$ cat config.mk
export PLATFORM = sky130hd
export DESIGN_NAME = rwd_top
export DESIGN_NICKNAME = d
export VERILOG_FILES = /design/src/rwd_pkg.sv /design/src/rwd_top.sv /design/src/rwd_pulse.sv
export SDC_FILE = /design/constraint.sdc
export NUM_CORES = 1
export LEC_CHECK = 0
export ABC_AREA = 1
export BUFFER_PORTS_ARGS = -buffer_cell sky130_fd_sc_hd__buf_2
export CAP_MARGIN = 15
export CORE_MARGIN = 2
export CORE_UTILIZATION = 45
export CTS_BUF_LIST = sky130_fd_sc_hd__clkbuf_4 sky130_fd_sc_hd__clkbuf_8 sky130_fd_sc_hd__clkbuf_16
export DETAILED_ROUTE_END_ITERATION = 16
export SKIP_LAST_GASP = 1
export SLEW_MARGIN = 15
export SYNTH_ARGS = -nofsm -noshare
export SYNTH_HDL_FRONTEND = slang
export SYNTH_SLANG_ARGS = --single-unit
$ cat constraint.sdc
create_clock -name MCLK_IN -period 2.35 [get_ports MCLK_IN]
set_input_delay 0.3525 -clock MCLK_IN [delete_from_list [all_inputs] [get_ports MCLK_IN]]
set_output_delay 0.3525 -clock MCLK_IN [all_outputs]
set_load 0.005 [all_outputs]
$ cat src/rwd_pkg.sv
// Package for the refreshable watchdog: register map, field layout, timing counts.
// Assumes a 10 MHz block clock standing in for the internal oscillator clock.
package rwd_pkg;
  localparam int unsigned CLK_HZ           = 10000000;
  localparam int unsigned PRESCALE_CYCLES  = 16384;
  localparam int unsigned RST_PULSE_NS     = 30000;
  localparam int unsigned RST_PULSE_CYCLES = (RST_PULSE_NS * (CLK_HZ / 1000000) + 999) / 1000;
  localparam int unsigned WAKE_SHORT_CLKS  = 256;
  localparam int unsigned WAKE_LONG_CLKS   = 4096;

  localparam logic [3:0] ADDR_CONTROL   = 4'h0;
  localparam logic [3:0] ADDR_STATUS    = 4'h1;
  localparam logic [3:0] ADDR_INT_EN    = 4'h2;
  localparam logic [3:0] ADDR_INT_CLEAR = 4'h3;

  localparam int unsigned ENABLE_BIT  = 7;
  localparam int unsigned TOP_BIT     = 6;
  localparam logic [6:0]  COUNT_RESET = 7'h7f;
  localparam logic [6:0]  COUNT_ROLL  = 7'h40;

  localparam int unsigned EV_TIMEOUT  = 0;
  localparam int unsigned EV_SOFT     = 1;
  localparam int unsigned EV_HALT     = 2;
  localparam int unsigned NUM_EVENTS  = 3;

  typedef enum logic [1:0] {
    RWD_RUN    = 2'b00,
    RWD_FROZEN = 2'b01,
    RWD_WAKE   = 2'b10
  } rwd_halt_t;
endpackage : rwd_pkg

$ cat src/rwd_top.sv
// Refreshable watchdog counter with register port, halt handling and interrupt.
// Assumes option bits and halt/wake signals arrive from other clock domains or pins.
//
// Overview of operation
// - Counter decrements every 16384 clock cycles
// - Low six bits set remaining periods
// - Rollover 40h to 3Fh pulls reset low while enabled
// - Counter runs even while watchdog disabled
// - Control write never restarts the prescaler
// - Reset leaves watchdog disabled unless hardware option
// - Enable bit cannot be cleared by software
// - Enable with top bit clear resets immediately
// - Halt while active causes device reset, except with oscillator interrupt enabled and halt option clear
// - Option bit selects reset on halt
// - Option bit enables watchdog in hardware
// - Halt with halt option and oscillator interrupt clear: one decrement, then stop
//
// Decided for this implementation: strobed register access and the placing of the registers.
`timescale 1ns/1ps
`default_nettype none
module rwd_top
  import rwd_pkg::*;
(
  input  wire logic       MCLK_IN,
  input  wire logic       RESET_IN,
  input  wire logic [3:0] ADDR_IN,
  input  wire logic [7:0] WDATA_IN,
  input  wire logic       WRITE_IN,
  input  wire logic       READ_IN,
  output logic      [7:0] RDATA_OUT,
  input  wire logic       HW_WATCHDOG_OPT_IN,
  input  wire logic       HALT_RESET_OPT_IN,
  input  wire logic       OSC_INT_ENABLE_IN,
  input  wire logic       HALT_IN,
  input  wire logic       EXT_WAKE_IN,
  input  wire logic       WAKE_LONG_IN,
  output logic            RESET_N_OUT,
  output logic            RESET_OE_N_OUT,
  output logic            IRQ_OUT
);
  logic [1:0]            hw_opt_sync;
  logic [1:0]            halt_opt_sync;
  logic [1:0]            oie_sync;
  logic [1:0]            halt_sync;
  logic [1:0]            wake_sync;
  logic [1:0]            long_sync;
  logic                  halt_prev;
  logic                  halt_edge;
  logic                  wake_prev;
  logic                  wake_edge;
  logic                  opt_loaded;
  logic [13:0]           prescale;
  logic                  tick;
  logic [6:0]            counter;
  logic                  enabled;
  logic                  ctrl_write;
  logic                  timeout_ev;
  logic                  soft_ev;
  logic                  halt_ev;
  logic                  trigger;
  logic                  pulse_busy;
  logic                  pulse_n;
  rwd_halt_t             halt_state;
  logic                  frozen_done;
  logic [12:0]           wake_count;
  logic                  count_en;
  logic [NUM_EVENTS-1:0] status;
  logic [NUM_EVENTS-1:0] int_en;
  logic [NUM_EVENTS-1:0] events;

  // Two-stage synchronisers for options and halt/wake signals
  always_ff @(posedge MCLK_IN or posedge RESET_IN) begin
    if (RESET_IN) begin
      hw_opt_sync   <= 2'b00;
      halt_opt_sync <= 2'b00;
      oie_sync      <= 2'b00;
      halt_sync     <= 2'b00;
      wake_sync     <= 2'b00;
      long_sync     <= 2'b00;
    end else begin
      hw_opt_sync   <= {hw_opt_sync[0], HW_WATCHDOG_OPT_IN};
      halt_opt_sync <= {halt_opt_sync[0], HALT_RESET_OPT_IN};
      oie_sync      <= {oie_sync[0], OSC_INT_ENABLE_IN};
      halt_sync     <= {halt_sync[0], HALT_IN};
      wake_sync     <= {wake_sync[0], EXT_WAKE_IN};
      long_sync     <= {long_sync[0], WAKE_LONG_IN};
    end
  end

  always_ff @(posedge MCLK_IN or posedge RESET_IN) begin
    if (RESET_IN) begin
      halt_prev <= 1'b0;
      wake_prev <= 1'b0;
    end else begin
      halt_prev <= halt_sync[1];
      wake_prev <= wake_sync[1];
    end
  end

  assign halt_edge  = halt_sync[1] && !halt_prev;
  assign wake_edge  = wake_sync[1] && !wake_prev;
  assign ctrl_write = WRITE_IN && ADDR_IN == ADDR_CONTROL;

  // Prescaler free-runs; a control write leaves its phase alone
  always_ff @(posedge MCLK_IN or posedge RESET_IN) begin
    if (RESET_IN) begin
      prescale <= 14'h0000;
    end else if (count_en) begin
      prescale <= prescale + 14'h0001;
    end
  end

  assign tick = count_en && prescale == 14'(PRESCALE_CYCLES - 1);

  // Halt handling when halt option and oscillator interrupt enable are both clear
  always_ff @(posedge MCLK_IN or posedge RESET_IN) begin
    if (RESET_IN) begin
      halt_state  <= RWD_RUN;
      frozen_done <= 1'b0;
      wake_count  <= 13'h0000;
    end else begin
      case (halt_state)
        RWD_RUN: begin
          if (halt_edge && !halt_opt_sync[1] && !oie_sync[1]) begin
            halt_state  <= RWD_FROZEN;
            frozen_done <= 1'b0;
          end
        end
        RWD_FROZEN: begin
          frozen_done <= 1'b1;
          if (wake_edge) begin
            halt_state <= RWD_WAKE;
            wake_count <= long_sync[1] ? 13'(WAKE_LONG_CLKS - 1) : 13'(WAKE_SHORT_CLKS - 1);
          end
        end
        RWD_WAKE: begin
          if (wake_count == 13'h0000) begin
            halt_state <= RWD_RUN;
          end else begin
            wake_count <= wake_count - 13'h0001;
          end
        end
        default: halt_state <= RWD_RUN;
      endcase
    end
  end

  // Frozen state allows one decrement on entry, then stops
  assign count_en = (halt_state == RWD_RUN) || (halt_state == RWD_FROZEN && !frozen_done);

  // Counter: free-running, loaded by a control write
  always_ff @(posedge MCLK_IN or posedge RESET_IN) begin
    if (RESET_IN) begin
      counter <= COUNT_RESET;
    end else if (ctrl_write) begin
      counter <= WDATA_IN[TOP_BIT:0];
    end else if (halt_state == RWD_FROZEN && !frozen_done) begin
      counter <= counter - 7'h01;
    end else if (tick) begin
      counter <= counter - 7'h01;
    end
  end

  // Enable only sets; reset clears it, then the hardware option sets it again after reset
  always_ff @(posedge MCLK_IN or posedge RESET_IN) begin
    if (RESET_IN) begin
      enabled    <= 1'b0;
      opt_loaded <= 1'b0;
    end else begin
      opt_loaded <= 1'b1;
      if ((ctrl_write && WDATA_IN[ENABLE_BIT]) || (opt_loaded && hw_opt_sync[1])) begin
        enabled <= 1'b1;
      end
    end
  end

  // Frozen watchdog cannot time out
  assign timeout_ev = enabled && tick && counter == COUNT_ROLL && halt_state == RWD_RUN;
  assign soft_ev    = ctrl_write && WDATA_IN[ENABLE_BIT] && !WDATA_IN[TOP_BIT];
  assign halt_ev    = halt_edge && (enabled || halt_opt_sync[1]) && !(oie_sync[1] && !halt_opt_sync[1])
                      && (halt_opt_sync[1] || enabled);
  assign trigger    = timeout_ev || soft_ev || halt_ev;
  assign events     = {halt_ev, soft_ev, timeout_ev};

  rwd_pulse u_pulse (
    .clk_in      (MCLK_IN),
    .reset_in    (RESET_IN),
    .trigger_in  (trigger),
    .reset_n_out (pulse_n),
    .busy_out    (pulse_busy)
  );

  // Open-drain reset pin: enable low drives the pin low
  assign RESET_N_OUT    = 1'b0;
  assign RESET_OE_N_OUT = pulse_n;

  // Sticky event status; a new event wins over a clear
  genvar g;
  generate
    for (g = 0; g < NUM_EVENTS; g++) begin : g_status
      always_ff @(posedge MCLK_IN or posedge RESET_IN) begin
        if (RESET_IN) begin
          status[g] <= 1'b0;
        end else if (events[g]) begin
          status[g] <= 1'b1;
        end else if (WRITE_IN && ADDR_IN == ADDR_INT_CLEAR && WDATA_IN[g]) begin
          status[g] <= 1'b0;
        end
      end
    end
  endgenerate

  always_ff @(posedge MCLK_IN or posedge RESET_IN) begin
    if (RESET_IN) begin
      int_en <= '0;
    end else if (WRITE_IN && ADDR_IN == ADDR_INT_EN) begin
      int_en <= WDATA_IN[NUM_EVENTS-1:0];
    end
  end

  assign IRQ_OUT = |(status & int_en);

  // Read data in the cycle after the strobe; unmapped reads return zero
  always_ff @(posedge MCLK_IN or posedge RESET_IN) begin
    if (RESET_IN) begin
      RDATA_OUT <= 8'h00;
    end else if (READ_IN) begin
      case (ADDR_IN)
        ADDR_CONTROL:  RDATA_OUT <= {enabled, counter};
        ADDR_STATUS:   RDATA_OUT <= {pulse_busy, 4'h0, status};
        ADDR_INT_EN:   RDATA_OUT <= {5'h00, int_en};
        default:       RDATA_OUT <= 8'h00;
      endcase
    end else begin
      RDATA_OUT <= 8'h00;
    end
  end
endmodule // rwd_top
`default_nettype wire

$ cat src/rwd_pulse.sv
// Reset pulse stretcher: a trigger starts a fixed low pulse on the reset pin.
// Assumes the trigger is synchronous to the block clock.
`timescale 1ns/1ps
`default_nettype none
module rwd_pulse
  import rwd_pkg::*;
(
  input  wire logic clk_in,
  input  wire logic reset_in,
  input  wire logic trigger_in,
  output logic      reset_n_out,
  output logic      busy_out
);
  logic [15:0] remain;

  always_ff @(posedge clk_in or posedge reset_in) begin
    if (reset_in) begin
      remain <= 16'h0000;
    end else if (trigger_in && remain == 16'h0000) begin
      remain <= 16'(RST_PULSE_CYCLES);
    end else if (remain != 16'h0000) begin
      remain <= remain - 16'h0001;
    end
  end

  always_ff @(posedge clk_in or posedge reset_in) begin
    if (reset_in) begin
      reset_n_out <= 1'b1;
    end else begin
      reset_n_out <= !(remain > 16'h0001 || (trigger_in && remain == 16'h0000));
    end
  end

  assign busy_out = (remain != 16'h0000);
endmodule // rwd_pulse
`default_nettype wire

==> Flow_metrics.wiki, run 1 <==
{| class="wikitable"
! Metric !! Value
|-
| Die Area || roughly 0.010 mm2
|-
| CTS Sinks || 84
|-
| P_int || around 2700 uW
|-
| Final Hold Fails || 0
|-
| Die extent in y || around 100 um
|-
| Synthesized flop and latch total || 84
|-
| Ordered list of cells on the worst path || inv_1 > ha_1 > nand3_4 > nor2_4 > nand3_1 > nand2_2 > nand2_2 > inv_1 > nand2_1 > nand2_1
|-
| Sum of net half-perimeters after detailed placement || slightly below 6000 um
|-
| Clock latency on the worst-skew pair || approximately 0.35 ns
|-
| Synth Area per Inst || ~8.3 um2
|-
| Count of endpoints failing setup in the final report || 0
|-
| Routing usage on met3 || ~2.7%
|-
| Critical setup path kind || register to register
|-
| Core Util, Final || 51.7%
|-
| Drc violations || 0
|-
| Final number of max-transition violations || 0
|-
| Synth unique cells || 38
|-
| Net count reported at finish || around 580
|-
| Fin worst setup slack || ~0.52 ns
|-
| Clk network pwr share || ~23%
|-
| Vias per Instance || approximately 4.7
|-
| Buffer levels on the longest clock path || 2
|-
| Detailed-router iteration count before antenna repair || 4
|-
| Proportion of power drawn by combinational gates || a little under a third
|-
| Outcome || finished, final reports clean
|-
| Final GP Congestion || 0.838
|-
| Startpoint Class || register
|-
| Max FO, Critical Path || 21
|-
| Sequential Power Share || roughly 47%
|-
| Count of synthesis-stage warnings from yosys || 0
|-
| Number of fill cells || between 800 and 900
|-
| Clock transition at the registers of the reported paths || roughly 0.090 ns
|-
| Post-CTS setup-driven buffer insertion count || 0
|-
| # resized after CTS || 0
|-
| Power density normalized to cell area || about 900 mW/mm2
|-
| Fraction of layout cells with a size suffix above 1 || between 10% and 20%
|-
| Synthesized Nets || between 500 and 600
|-
| Static leakage power || between 0.002 and 0.0025 uW
|-
| Met2 track utilization from global routing || between 20% and 30%
|-
| Antenna fix cells || 0
|-
| TritonCTS clock tree || yes
|-
| Met1 usage || a little under a quarter
|-
| Antenna-violating nets left || 0
|-
| FP Rows || 35
|-
| Initial antenna violation count || 0
|-
| CP endpoint kind || register
|-
| Std-Cell Core Area || 0.00924 mm2
|-
| Via count of the first global-routing pass || about 3200
|-
| Arrival time of the worst setup path || between 2 and 2.5 ns
|-
| Number of DRC violations after detailed-routing iteration 0 || around 120
|-
| Worst ir drop on vdd || between 0.3 and 0.4 mV
|-
| Count of hold buffers inserted by post-cts repair || 0
|-
| Net Sw Power || between 1500 and 2000 uW
|-
| Part of the cycle the worst path needs || between 70% and 80%
|-
| Most Used Layer, Global Route || met2
|-
| Sequential area share after synthesis || between 40% and 50%
|-
| First-pass GRT wire length || between 10000 and 15000 um
|-
| Ports || 33
|-
| Gate Count Post-Synth || a little over 500
|-
| Die outline width || around 100 um
|-
| Maximum clock rate || 0.547 GHz
|-
| Average detailed-routed wire length per instance || 11.5 um
|-
| Worst Path Required || around 2.6 ns
|-
| Worst-path cell with the longest stage delay || sky130_fd_sc_hd__dfrtp_1
|-
| Post-route minimum period || 1.83 ns
|-
| Number of I/O port buffers || 31
|-
| Switching part of the total power || 37.9%
|-
| Number of levels the H-tree was split into || 3
|-
| Post-placement setup slack || approximately 0.52 ns
|-
| Detailed Route WL || between 7000 and 8000 um
|-
| Num CTS Buffers || 9
|-
| RSZ-0062 raised after global routing || false
|-
| Setup TNS || 0 ns
|-
| Longest individual stage delay on the worst path || 0.37 ns
|-
| Pin count of the biggest net entering global routing || 43
|-
| Largest clock skew in the final design || between 0.015 and 0.02 ns
|-
| Root cell of the clock tree || sky130_fd_sc_hd__clkbuf_8
|-
| Tightest Hold Check Type || primary input to asynchronous set/reset pin
|-
| Overflow after GRT || 0
|-
| Max-cap violations || 0
|-
| Slew headroom || approximately three fifths
|-
| Summed instance area of the synthesized netlist || between 0.004 and 0.005 mm2
|-
| Worst Max-Slew Pin Slew || about 0.6 ns
|-
| Via count || 3224
|-
| Effective utilization at floorplan || 46.5%
|-
| Overall track demand over capacity in global routing || between 10% and 20%
|-
| Syn-to-layout area delta || 11.3%
|}
-- worst max-delay path: cells and delay by family, from the launching register on --
| kind | cells | cell delay (ns) |
|---|---|---|
| fa+ha+maj | 1 | 0.24 |
| buf+inv | 2 | 0.32 |
| flops | 1 | 0.37 |
| simple gates | 7 | 0.83 |
-- routing by layer --
metal | routed length [um] | share of wire, % | up-vias
met5 | 0 | 0 | -
met1 | 3930 | 50 | 1487
met2 | 3650 | 46 | 44
met4 | 108 | 1.4 | 0
met3 | 209 | 2.6 | 10
li1 | - | - | 1683
-- registers in the layout (all words and copies together) (netlist names), 3 cells and up --
signal          cells
RDATA_OUT           8
counter             7
int_en              3
prescale           14
status              3
u_pulse.remain     16
wake_count         13
-- cell families (layout without fill, tap and decap cells) --
logic type                 after synthesis  after routing  share of synthesized area (%)
and+or+nand+nor                        266            266                           28.6
AOI/OAI and AO/OA                       48             48                           6.73
buffers and inverters                   85            129                           8.34
other                                    2              2                          0.175
DFF                                     84             84                           49.2
muxes                                    1              1                          0.233
xor gates and xnor gates                23             23                           4.69
adders and majority gates                7              7                           2.04
-- cells in the final DEF, fill, tap and decap left out, types with 2 or more instances in the layout --
| cell | Yosys | layout |
|---|---|---|
| sky130_fd_sc_hd__ha_1 | 7 | 7 |
| sky130_fd_sc_hd__nand3_1 | 36 | 36 |
| sky130_fd_sc_hd__o21ai_2 | 6 | 6 |
| sky130_fd_sc_hd__nand2_2 | 9 | 9 |
| sky130_fd_sc_hd__clkbuf_8 | 0 | 10 |
| sky130_fd_sc_hd__conb_1 | 2 | 2 |
| sky130_fd_sc_hd__clkinvlp_4 | 0 | 5 |
| sky130_fd_sc_hd__o21ai_1 | 13 | 13 |
| sky130_fd_sc_hd__o211ai_1 | 4 | 4 |
| sky130_fd_sc_hd__nand4_1 | 8 | 8 |
| sky130_fd_sc_hd__nand2_1 | 134 | 134 |
| sky130_fd_sc_hd__nand3_2 | 3 | 3 |
| sky130_fd_sc_hd__nor2_1 | 45 | 45 |
| sky130_fd_sc_hd__dfstp_2 | 8 | 8 |
| sky130_fd_sc_hd__a21oi_1 | 3 | 3 |
| sky130_fd_sc_hd__buf_4 | 2 | 3 |
| sky130_fd_sc_hd__nor3_1 | 7 | 7 |
| sky130_fd_sc_hd__dfrtp_1 | 76 | 76 |
| sky130_fd_sc_hd__nand3_4 | 2 | 2 |
| sky130_fd_sc_hd__xnor2_1 | 6 | 6 |
| sky130_fd_sc_hd__a21oi_2 | 2 | 2 |
| sky130_fd_sc_hd__inv_1 | 67 | 66 |
| sky130_fd_sc_hd__buf_2 | 1 | 31 |
| sky130_fd_sc_hd__nor2_4 | 4 | 4 |
| sky130_fd_sc_hd__inv_2 | 10 | 10 |
| sky130_fd_sc_hd__xor2_1 | 17 | 17 |
| sky130_fd_sc_hd__nor2_2 | 11 | 11 |
| sky130_fd_sc_hd__or2_1 | 2 | 2 |
| sky130_fd_sc_hd__o21ai_0 | 17 | 17 |
| sky130_fd_sc_hd__inv_6 | 0 | 2 |
-- synthesized netlist by cell type, drive strengths merged --
cell type,count,share of area [%]
conb,2,0.17
nor3,8,1.0
xnor2,6,1.2
nor2,60,6.6
buf,7,1.5
o21ai,36,4.7
clkinv,1,0.087
o31ai,1,0.17
or2,3,0.44
xor2,17,3.5
mux2i,1,0.23
nor4,2,0.44
nand3,41,5.7
a31oi,1,0.15
dfrtp,76,44
nand2,143,13
o211ai,4,0.70
nand3b,1,0.17
ha,7,2.0
dfstp,8,4.9
nand4,8,1.2
a221o,1,0.23
a21oi,5,0.76
inv,77,6.7
-- worst paths after layout --
kind                                   to               start  slack (ns)  cells after the start
max                         wake_count[9]       wake_count[0]        0.52                     10
min                         wake_count[0]            RESET_IN        0.06                      2
max reg2reg                 wake_count[9]       wake_count[0]        0.52                     10
min reg2reg                  wake_sync[1]        wake_sync[0]        0.35                      0
max in group asynchronous      counter[4]            RESET_IN        1.60                      3
min in group MCLK_IN       hw_opt_sync[0]  HW_WATCHDOG_OPT_IN        0.10                      1
-- layout make-up --
class                           count  area (um2)  share of cell area (%)
Inverter                           78         297                    6.21
Sequential cell                    84        2110                    44.2
Clock buffer                       10         138                    2.88
Tap cell                          129         161                    3.38
Multi-Input combinational cell    347        1820                    38.2
Timing Repair Buffer               35         198                    4.14
Clock inverter                      6        47.5                   0.996
-- power by group through the flow --
stage          Clock [uW]  Sequential [uW]  Combinational [uW]
2_1_floorplan           0             1970                1120
3_3_place_gp            0             2020                1300
3_5_place_dp            0             2030                1320
4_1_cts              1010             2000                1330
5_1_grt              1060             2040                1530
6_report              967             2000                1310
-- metrics by stage --
| step | hold slack [ns] | cells | total power [uW] | cell area [um2] |
|---|---|---|---|---|
| floorplan | 0.331 | 516 | 3080 | 4300 |
| global placement | 0.333 | 673 | 3320 | 4590 |
| detailed placement | 0.335 | 673 | 3350 | 4590 |
| CTS | 0.0811 | 689 | 4340 | 4780 |
| global route | 0.0899 | 689 | 4630 | 4780 |
| finish | 0.0642 | 689 | 4280 | 4780 |
Note: power is estimated with default switching activity, not from simulation.
==> run 2, diff against run 1 <==
==> constraint.sdc (replaced) <==
create_clock -name MCLK_IN -period 1.8 [get_ports MCLK_IN]
set_input_delay 0.27 -clock MCLK_IN [delete_from_list [all_inputs] [get_ports MCLK_IN]]
set_output_delay 0.27 -clock MCLK_IN [all_outputs]
set_load 0.005 [all_outputs]
==> Flow_metrics.wiki, run 2 (synthesis gave the netlist of run 1 again) <==
{| class="wikitable"
! Metric !! Value
|-
| Outcome || finished, final reports clean
|-
| Worst ir drop on vdd || 0.506 mV (+32%)
|-
| Endpoint of the worst register-to-register path || wake_count[1]
|-
| Die Area || 0.0103 mm2 (unchanged)
|-
| FP Rows || 35 (unchanged)
|-
| Ports || 33 (unchanged)
|-
| Via count || 3286 (+1.9%)
|-
| Reg2reg setup slack || 0.16 ns (-0.36 ns)
|-
| Effective utilization at floorplan || 46.5% (unchanged)
|-
| Most frequent cells in the layout || 134 x sky130_fd_sc_hd__nand2_1, 76 x sky130_fd_sc_hd__dfrtp_1, 66 x sky130_fd_sc_hd__inv_1, 45 x sky130_fd_sc_hd__nor2_1, 36 x sky130_fd_sc_hd__nand3_1
|-
| Die extent in y || 102 um (unchanged)
|-
| Via count of the first global-routing pass || 3190 (+1.1%)
|-
| Worst R2R Start || wake_count[1]
|-
| Std-Cell Core Area || 0.00924 mm2 (unchanged)
|-
| Worst Path Required || 2.04 ns (-0.60 ns)
|-
| Root cell of the clock tree || sky130_fd_sc_hd__clkbuf_8
|-
| Post-route minimum period || 1.64 ns (-0.185 ns)
|-
| Start point of the worst min-delay path || OSC_INT_ENABLE_IN
|-
| Largest reg by FF count || u_pulse.remain
|-
| CP endpoint kind || register
|-
| Area occupied by multi-input gates || 0.00183 mm2 (+0.41%)
|-
| Final number of max-transition violations || 0 (unchanged)
|-
| Critical setup path kind || register to register
|-
| Post-detailed-placement cell area || 0.00467 mm2 (+1.7%)
|-
| Overflow after GRT || 0 (unchanged)
|-
| Max-cap violations || 0 (unchanged)
|-
| Net Sw Power || 2170 uW (+34%)
|-
| Largest clock skew in the final design || 0.0116 ns (-0.00391 ns)
|-
| Proportion of power drawn by combinational gates || 31.5% (+0.8 points)
|-
| Switching part of the total power || 36.9% (-0.99 points)
|-
| Clock latency on the worst-skew pair || 0.36 ns (about the same)
|-
| Buffer levels on the longest clock path || 2 (unchanged)
|-
| Final Hold Fails || 0 (unchanged)
|-
| Storage element area || 0.00211 mm2 (unchanged)
|-
| Part of the cycle the worst path needs || 91.3% (+13 points)
|-
| Flip-flop count of the largest register, all copies and words added || 16 (unchanged)
|-
| Cell count after placement || 680 (+1.0%)
|-
| Static leakage power || 0.00242 uW (+3.0%)
|-
| Fraction of layout cells with a size suffix above 1 || 20.7% (+1.1 points)
|-
| Pin count of the biggest net entering global routing || 29 (-33%)
|-
| Final GP Congestion || 0.809 (-3.5%)
|-
| Power density normalized to cell area || 1200 mW/mm2 (+34%)
|-
| Number of fill cells || 864 (-2.5%)
|-
| Num CTS Buffers || 9 (unchanged)
|-
| CTS Sinks || 84 (unchanged)
|-
| Endpoint with the worst hold slack || oie_sync[0]
|-
| Sum of net half-perimeters after detailed placement || 6230 um (+6.4%)
|-
| TritonCTS clock tree || yes
|-
| Clk network pwr share || 24.1% (+1.5 points)
|-
| Sequential Power Share || 44.4% (-2.3 points)
|-
| Number of stages on the worst hold path || 1
|-
| Count of endpoints failing setup in the final report || 0 (unchanged)
|-
| First-pass GRT wire length || 14400 um (+3.2%)
|-
| Antenna fix cells || 0 (unchanged)
|-
| Clock transition at the registers of the reported paths || 0.09 ns (about the same)
|-
| Overall track demand over capacity in global routing || 17.4% (+0.50 points)
|-
| Detailed Route WL || 8270 um (+4.7%)
|-
| Number of levels the H-tree was split into || 3 (unchanged)
|-
| Syn-to-layout area delta || 14.3%
|-
| Setup TNS || 0 ns (unchanged)
|-
| Antenna-violating nets left || 0 (unchanged)
|-
| Leading cell type in the layout, fill and taps excluded || sky130_fd_sc_hd__nand2_1
|-
| Drc violations || 0 (unchanged)
|-
| RSZ-0062 raised after global routing || false
|-
| Max FO, Critical Path || 9 (-57%)
|-
| Non-filler cells in the finished layout || 698 (+1.3%)
|-
| Vias per Instance || 4.71 (+0.61%)
|-
| Average detailed-routed wire length per instance || 11.8 um (+3.3%)
|-
| Post-CTS setup-driven buffer insertion count || 0 (unchanged)
|-
| Tightest hold margin || 0.0182 ns (-0.0459 ns)
|-
| Number of DRC violations after detailed-routing iteration 0 || 116 (-6.5%)
|-
| P_int || 3710 uW (+40%)
|-
| Net count reported at finish || 593 (+1.5%)
|-
| Total power || 5880 uW (+37%)
|-
| Startpoint Class || register
|-
| Maximum clock rate || 0.608 GHz (+11%)
|-
| Arrival time of the worst setup path || 1.89 ns (-0.23 ns)
|-
| Number of cell instances on the worst register-to-register path || 10 (unchanged)
|-
| Die outline width || 102 um (unchanged)
|-
| Layout Cell Area excl Fill || 0.00491 mm2 (+2.7%)
|-
| Initial antenna violation count || 0 (unchanged)
|-
| Number of I/O port buffers || 31 (unchanged)
|-
| Registers with the most flip-flops || u_pulse.remain: 16 flops, prescale: 14 flops, wake_count: 13 flops
|-
| Detailed-router iteration count before antenna repair || 4 (unchanged)
|-
| Tightest Hold Check Type || primary input to register
|}
[run 2: critical path, stage by stage (launching register included)]
cell and delay (ns):
sky130_fd_sc_hd__dfrtp_1 0.40, sky130_fd_sc_hd__inv_1 0.10, sky130_fd_sc_hd__ha_2 0.22, sky130_fd_sc_hd__nand3_4 0.11, sky130_fd_sc_hd__nor2_4 0.12, sky130_fd_sc_hd__nand3_1 0.09
sky130_fd_sc_hd__nand2_2 0.08, sky130_fd_sc_hd__nand2_2 0.10, sky130_fd_sc_hd__buf_4 0.19, sky130_fd_sc_hd__nor2_1 0.10, sky130_fd_sc_hd__a21oi_1 0.05
[run 2: power by group through the flow]
stage                     Sequential, uW  Clock, uW  Combinational, uW
after floorplan                     2570          0               1460
after global placement              2640          0               1820
after detailed placement            2650          0               1860
after CTS                           2610       1460               1870
after global routing                2660       1530               2140
final                               2610       1420               1850
[run 2: repair_timing]
item | in CTS | in global routing
setup endpoints to repair | 0 | 5
hold endpoints to repair | 15 | 0
hold buffers | 2 | 0
resized for setup | 0 | 2
[run 2: worst max-delay path by stage]
stage          slack, ns  depth (start not counted)           from             to
6_report            0.16                         10  wake_count[1]  wake_count[1]
5_1_grt            0.006                         11  wake_count[1]  wake_count[7]
4_1_cts             0.12                         10  wake_count[1]  wake_count[1]
3_5_place_dp        0.13                         10  wake_count[1]  wake_count[1]
3_3_place_gp        0.20                         10  wake_count[1]  wake_count[1]
2_1_floorplan       0.28                         10  wake_count[0]  wake_count[1]
[run 2: final cells by class]
class	instances	area share (%)
clock buffers	10	2.81
clock inverters	6	1.48
inverters	78	6.04
multi-input cells	347	37.3
flip-flops and latches	84	43.1
well taps	129	3.29
repair buffers	44	6.02
[run 2: routing by layer]
metal,wire (um),global-route usage (%),share of wire (%)
met5,0,0,0
met3,208,2.55,2.5
met1,4010,23.8,49
met4,135,6.34,1.6
met2,3910,28.2,47
[run 2: stage by stage]
| stage | util [%] | worst slack [ns] |
|---|---|---|
| 2_1_floorplan | - | 0.279 |
| 3_3_place_gp | 50.5 | 0.203 |
| 3_5_place_dp | 50.5 | 0.134 |
| 4_1_cts | 53.0 | 0.116 |
| 5_1_grt | 53.1 | 0.00570 |
| 6_report | 53.1 | 0.156 |
